<file path="src/logic/vrc_pkg.sv">
/*
 * package for the voltage reference control block: register address,
 * field positions, reset value and source select encoding.
 * assumes an 8-bit special-function-register bus with byte addresses.
 */
package vrc_pkg;
  // ==========================================================
  // register map
  localparam logic [7:0] VRC_REF_CTRL_ADDR = 8'hd1;
  localparam logic [7:0] VRC_REF_CTRL_RESET = 8'h00;
  localparam logic [7:0] VRC_REF_CTRL_MASK = 8'h0f;
  // ==========================================================
  // field positions
  localparam int VRC_BUF_EN_BIT = 0;
  localparam int VRC_BIAS_EN_BIT = 1;
  localparam int VRC_TEMP_EN_BIT = 2;
  localparam int VRC_SRC_SEL_BIT = 3;
  // ==========================================================
  // reference source encoding
  typedef enum logic {
    VRC_SRC_PIN = 1'b0,
    VRC_SRC_SUPPLY = 1'b1
  } vrc_src_e;
endpackage : vrc_pkg

</file>
<file path="src/logic/vrc_ctrl_if.sv">
/*
 * interface carrying the four stored control bits from the register
 * bank to the enable decoder. assumes both ends share clk_i.
 */
`timescale 1ns/1ps
interface vrc_ctrl_if;
  logic buf_en;
  logic bias_en;
  logic temp_en;
  logic src_sel;
  modport bank (output buf_en, output bias_en, output temp_en, output src_sel);
  modport dec (input buf_en, input bias_en, input temp_en, input src_sel);
endinterface : vrc_ctrl_if

</file>
<file path="src/logic/vrc_bias_dec.sv">
/*
 * registered decoder from control bits and foreign peripheral enables to
 * the analog enable lines. assumes peripheral enables are synchronous.
 */
`timescale 1ns/1ps
module vrc_bias_dec (
  input wire logic clk_i,
  input wire logic rst_i,
  vrc_ctrl_if.dec ctrl,
  input wire logic converter_enable_i,
  input wire logic internal_osc_enable_i,
  input wire logic current_dac_enable_i,
  output logic ref_bias_on_o,
  output logic conv_bias_on_o,
  output logic bias_gen_on_o
);
  // ==========================================================
  // enable decode
  logic ref_bias_nxt;
  logic conv_bias_nxt;
  assign ref_bias_nxt = ctrl.buf_en | ctrl.temp_en | current_dac_enable_i;
  assign conv_bias_nxt = ctrl.bias_en | converter_enable_i | internal_osc_enable_i;
  // registered so outputs come from flops
  always_ff @(posedge clk_i or posedge rst_i) begin
    if (rst_i) begin
      ref_bias_on_o <= 1'b0;
      conv_bias_on_o <= 1'b0;
      bias_gen_on_o <= 1'b0;
    end else begin
      ref_bias_on_o <= ref_bias_nxt;
      conv_bias_on_o <= conv_bias_nxt;
      bias_gen_on_o <= ref_bias_nxt | conv_bias_nxt;
    end
  end
  // ==========================================================
  // checks
  bias_any_a: assert property (@(posedge clk_i) disable iff (rst_i)
    (converter_enable_i | internal_osc_enable_i | current_dac_enable_i | ctrl.bias_en | ctrl.temp_en)
    |=> bias_gen_on_o) else $error("bias generator not on");
  ref_bias_a: assert property (@(posedge clk_i) disable iff (rst_i)
    ref_bias_on_o == $past(ctrl.buf_en | ctrl.temp_en | current_dac_enable_i))
    else $error("reference bias mismatch");
  conv_bias_a: assert property (@(posedge clk_i) disable iff (rst_i)
    conv_bias_on_o == $past(ctrl.bias_en | converter_enable_i | internal_osc_enable_i))
    else $error("converter bias mismatch");
endmodule : vrc_bias_dec

</file>
<file path="src/logic/vrc_top.sv">
/*
 * voltage reference control register and its enable outputs.
 * assumes a simple synchronous sfr bus: one-cycle wr/rd strobes, 8-bit address.
 */
// Contract
// - source select 0 picks reference pin, 1 picks supply
// - bias generator on when any user or manual bias set
// - buffer enable drives internal reference onto pin
// - temp sensor on when set, else output high impedance
// - reference bias on with buffer, sensor or current DAC
// - converter bias on with manual, converter or oscillator
`timescale 1ns/1ps
module vrc_top
  import vrc_pkg::*;
(
  input wire logic clk_i,
  input wire logic rst_i,
  input wire logic [7:0] sfr_addr_i,
  input wire logic [7:0] sfr_wdata_i,
  input wire logic sfr_wr_i,
  input wire logic sfr_rd_i,
  input wire logic converter_enable_i,
  input wire logic internal_osc_enable_i,
  input wire logic current_dac_enable_i,
  output logic [7:0] sfr_rdata_o,
  output logic sfr_hit_o,
  output vrc_pkg::vrc_src_e reference_source_select_o,
  output logic reference_buffer_enable_o,
  output logic temp_sensor_enable_o,
  output logic temp_sensor_hiz_o,
  output logic ref_bias_on_o,
  output logic conv_bias_on_o,
  output logic bias_gen_on_o
);
  import vrc_pkg::*;
  // ==========================================================
  // control register
  logic [3:0] ctrl_r;
  logic sel_wr;
  assign sel_wr = sfr_wr_i && (sfr_addr_i == VRC_REF_CTRL_ADDR);
  always_ff @(posedge clk_i or posedge rst_i) begin
    if (rst_i) begin
      ctrl_r <= VRC_REF_CTRL_RESET[3:0];
    end else if (sel_wr) begin
      ctrl_r <= sfr_wdata_i[3:0];
    end
  end
  // ==========================================================
  // read port, registered; unmapped addresses read zero
  always_ff @(posedge clk_i or posedge rst_i) begin
    if (rst_i) begin
      sfr_rdata_o <= 8'h00;
      sfr_hit_o <= 1'b0;
    end else begin
      sfr_hit_o <= sfr_rd_i && (sfr_addr_i == VRC_REF_CTRL_ADDR);
      if (sfr_rd_i && (sfr_addr_i == VRC_REF_CTRL_ADDR)) begin
        sfr_rdata_o <= {4'h0, ctrl_r} & VRC_REF_CTRL_MASK;
      end else begin
        sfr_rdata_o <= 8'h00;
      end
    end
  end
  // ==========================================================
  // analog control lines, one cycle after the register
  always_ff @(posedge clk_i or posedge rst_i) begin
    if (rst_i) begin
      reference_source_select_o <= VRC_SRC_PIN;
      reference_buffer_enable_o <= 1'b0;
      temp_sensor_enable_o <= 1'b0;
      temp_sensor_hiz_o <= 1'b1;
    end else begin
      reference_source_select_o <= vrc_src_e'(ctrl_r[VRC_SRC_SEL_BIT]);
      reference_buffer_enable_o <= ctrl_r[VRC_BUF_EN_BIT];
      temp_sensor_enable_o <= ctrl_r[VRC_TEMP_EN_BIT];
      temp_sensor_hiz_o <= ~ctrl_r[VRC_TEMP_EN_BIT];
    end
  end
  // ==========================================================
  // bias decode
  vrc_ctrl_if ctrl_bus ();
  assign ctrl_bus.buf_en = ctrl_r[VRC_BUF_EN_BIT];
  assign ctrl_bus.bias_en = ctrl_r[VRC_BIAS_EN_BIT];
  assign ctrl_bus.temp_en = ctrl_r[VRC_TEMP_EN_BIT];
  assign ctrl_bus.src_sel = ctrl_r[VRC_SRC_SEL_BIT];
  vrc_bias_dec u_dec (
    .clk_i(clk_i),
    .rst_i(rst_i),
    .ctrl(ctrl_bus),
    .converter_enable_i(converter_enable_i),
    .internal_osc_enable_i(internal_osc_enable_i),
    .current_dac_enable_i(current_dac_enable_i),
    .ref_bias_on_o(ref_bias_on_o),
    .conv_bias_on_o(conv_bias_on_o),
    .bias_gen_on_o(bias_gen_on_o)
  );
  // ==========================================================
  // checks
  src_select_a: assert property (@(posedge clk_i) disable iff (rst_i)
    sel_wr |=> ##1 (reference_source_select_o == vrc_src_e'($past(sfr_wdata_i[3], 2))))
    else $error("source select did not follow write");
  buf_drive_a: assert property (@(posedge clk_i) disable iff (rst_i)
    sel_wr |=> ##1 (reference_buffer_enable_o == $past(sfr_wdata_i[0], 2)))
    else $error("buffer enable did not follow write");
  sensor_hiz_a: assert property (@(posedge clk_i) disable iff (rst_i)
    temp_sensor_hiz_o != temp_sensor_enable_o)
    else $error("sensor float state wrong");
  read_upper_a: assert property (@(posedge clk_i) disable iff (rst_i)
    sfr_rdata_o[7:4] == 4'h0) else $error("upper bits not zero");
  read_back_a: assert property (@(posedge clk_i) disable iff (rst_i)
    (sfr_rd_i && sfr_addr_i == VRC_REF_CTRL_ADDR && !sfr_wr_i) |=> sfr_rdata_o[3:0] == $past(ctrl_r))
    else $error("read back mismatch");
endmodule : vrc_top
</file>
<file path="config.mk">
export PLATFORM = sky130hd
export DESIGN_NAME = vrc_top
export DESIGN_NICKNAME = d
export VERILOG_FILES = /design/src/logic/vrc_pkg.sv /design/src/logic/vrc_ctrl_if.sv /design/src/logic/vrc_bias_dec.sv /design/src/logic/vrc_top.sv
export SDC_FILE = /design/constraint.sdc
export NUM_CORES = 1
export LEC_CHECK = 0
export BUFFER_PORTS_ARGS = -buffer_cell sky130_fd_sc_hd__buf_2
export CORE_MARGIN = 5
export CORE_UTILIZATION = 42
export CTS_CLUSTER_SIZE = 14
export DETAILED_ROUTE_END_ITERATION = 6
export PLACE_DENSITY = 0.92
export SKIP_LAST_GASP = 1
export SLEW_MARGIN = 20
export SYNTH_ARGS = -nofsm -noshare
export SYNTH_HDL_FRONTEND = slang
export SYNTH_SLANG_ARGS = --single-unit
</file>
<file path="constraint.sdc">
create_clock -name clk_i -period 2.2 [get_ports clk_i]
set_input_delay 0.44 -clock clk_i [delete_from_list [all_inputs] [get_ports clk_i]]
set_output_delay 0.44 -clock clk_i [all_outputs]
set_load 0.05 [all_outputs]
</file>
==> out/qor.csv <==
metric,value,unit
initial core utilization,44.81,%
VDD IR-drop max,0.0004546,V
total number of vias,390,
critical path class,flop to primary output,
row cnt,13,
slowest CP cell,dfstp_2,
Final #Nets,95,
CTS Sinks,16,
synth warn,0,
switching share of power,25.31,%
clk buf depth,2,
final antenna diode count,0,
Overall Power,0.5709,mW
"Buf+Inv Stages, Crit Path",1,
CORE AREA,1301,sq um
post-cts sizing count,0,
MaxCap Viol Count,0,
Critical Path Max Stage Delay,0.52,ns
Final Wtd Congestion,0.6353,
clk_lat worst skew,0.27,ns
Hold Path Class,input pin to async pin,
Seq pwr share,54.2,%
Residual DRC,0,
Yosys cell types,13,
Async SR Flop Fraction,100.0,%
Max Slew Vio Count,0,
critical path arrival,1.04,ns
vias per cell,4.535,
Clock Power Share,32.2,%
setup tns final,0,ns
vias in the first global route,407,
combinational share of power,13.6,%
period utilization,67.26,%
Worst R2R Setup Slack,1.04,ns
layout cells sized above 1,53.52,%
Cell Pwr Density,741.9,nW/um^2
Yosys reg bits,16,
clk root buf,clkbuf_4,
Slew HR,60.11,%
FF-to-FF Start,ctrl_r[2]$_DFFE_PP0P_,
post-synth top area share,64.38,%
Ports,39,
Synth top cells by count,"15 x dfrtp_1, 4 x and2_1, 4 x buf_4, 4 x mux2_1",
"CTS clk-pin slew, worst paths",0.09,ns
Final Hold Fails,0,
DR pass1 iterations,4,
pin count of the biggest net entering global routing,17,
CTS tree,built,
Synth Instances,38,
ys flop type,dfrtp_1,
die area,2234,sq um
clock skew,0.001115,ns
worst hold slack,0.2154,ns
Layout area overhead,31.97,%
WL per Instance,14.17,microns
outcome,"finished, final reports clean",
Slew @ Worst Pin,0.5977,ns
pre-CTS setup slack,0.6645,ns
total congestion overflow,0,
fin crit period,1.480,ns
Critical Path Fanout Max,1,
total internal power,0.4264,mW
Final ANT Viol Nets,0,
reported net switching power,0.1445,mW
worst-path cell chain,buf_2,
Post-synth EDFFs,0,
total track usage,12.39,%
final wirelength,1.219,mm
Yosys top cell by area,dfrtp_1,
Worst R2R Path Depth,2,
CTS H-tree lvls,1,
Setup Buffers After CTS,0,
"count leader, synth",dfrtp_1,
Setup crit end kind,primary output,
RSZ-0062 raised after global routing,no,
syn_area_per_cell,15.34,sq um
f_max,0.6758,GHz
Setup WS post-layout,0.7203,ns
initial detailed-routing violation count,6,
Leak Pwr,0.4396,nW
Critical Path RT,1.76,ns
CTS hold repair buffers,0,
initial antenna violation count,0,
Die X,47.26,microns
Synth area leaders,"dfrtp_1 64%, mux2_1 7.7%, buf_4 5.2%, dfstp_2 4.5%, and2_1 4.3%",
Mapped Area,583.1,sq um
die height,47.26,microns
Setup Viol. Count Final,0,
port bufs,30,
Num CTS Buffers,3,
sequential share of the synthesized area,68.88,%
reg2reg end,u_dec.bias_gen_on_o$_DFF_PP0_,
CP top delay family,flip-flops,
startpoint types,flop,
first-pass GRT wire length,1.821,mm
[power groups by stage]
stage	sequential, mW	clock [mW]	combinational, mW
2_1_floorplan	0.338	0	0.0327
4_1_cts	0.309	0.189	0.0779
3_3_place_gp	0.314	0	0.0752
6_report	0.309	0.184	0.0775
5_1_grt	0.310	0.204	0.0830
3_5_place_dp	0.315	0	0.0777
[layer usage]
layer,vias to the layer above,routed length (microns),GRT usage (%)
li1,184,-,-
met2,23,681,22.73
met3,2,111,2.299
met4,0,19,8.287
met1,181,405,12.41
met5,-,0,0
[registers in the layout, indices dropped and copies added, names as in the netlist]
name / flops
sfr_hit_o: 1
u_dec.bias_gen_on_o: 1
temp_sensor_enable_o: 1
ctrl_r: 4
sfr_rdata_o: 4
u_dec.ref_bias_on_o: 1
reference_buffer_enable_o: 1
temp_sensor_hiz_o: 1
reference_source_select_o: 1
u_dec.conv_bias_on_o: 1
[per-stage QoR]
| step | utilization (%) | area [sq um] | cells |
|---|---|---|---|
| final | 59.13 | 769.5 | 86 |
| after global routing | 59.13 | 769.5 | 86 |
| after CTS | 59.13 | 769.5 | 86 |
| after detailed placement | 56.35 | 733.2 | 82 |
| after global placement | 56.35 | 733.2 | 82 |
| after floorplan | - | 594.3 | 41 |
[kinds of logic (layout without fill, tap and decap cells)]
logic type             count (synthesis)  in the layout  synth area share [%]
buffers and inverters                  6             36                 6.438
flip-flops                            16             16                 68.88
multiplexers                           4              4                 7.725
other                                  1              4                0.6432
AND/OR/NAND/NOR                       11             11                 16.31
[cells in the final DEF (no fill, tap or decap)]
master | Yosys | final
dfrtp_1 | 15 | 15
dfstp_2 | 1 | 1
and3_2 | 1 | 1
clkbuf_8 | 0 | 1
and2_1 | 4 | 4
clkbuf_4 | 0 | 3
mux2_1 | 4 | 4
buf_2 | 0 | 30
nor4b_4 | 1 | 1
conb_1 | 1 | 4
nand3_2 | 1 | 1
inv_1 | 2 | 2
or2_1 | 1 | 1
and4b_1 | 1 | 1
or3_1 | 2 | 2
[layout make-up]
type,instances,area [sq um]
clock buffer,4,36.28
multi-input combinational,19,155.1
timing repair buffer,30,150.1
sequential,16,401.6
tap,15,18.77
fill,110,531.8
inverter,2,7.507
[worst max path at each step]
stage	start	end	slack (ns)	cells past startpoint
after floorplan	sfr_addr_i[3]	ctrl_r[0]$_DFFE_PP0P_	0.90	3
after global placement	sfr_addr_i[3]	ctrl_r[1]$_DFFE_PP0P_	0.73	4
after detailed placement	sfr_addr_i[3]	ctrl_r[3]$_DFFE_PP0P_	0.66	4
after CTS	temp_sensor_hiz_o$_DFF_PP1_	temp_sensor_hiz_o	0.71	1
after global routing	temp_sensor_hiz_o$_DFF_PP1_	temp_sensor_hiz_o	0.68	1
final	temp_sensor_hiz_o$_DFF_PP1_	temp_sensor_hiz_o	0.72	1
(Power assumes the default switching activity.)
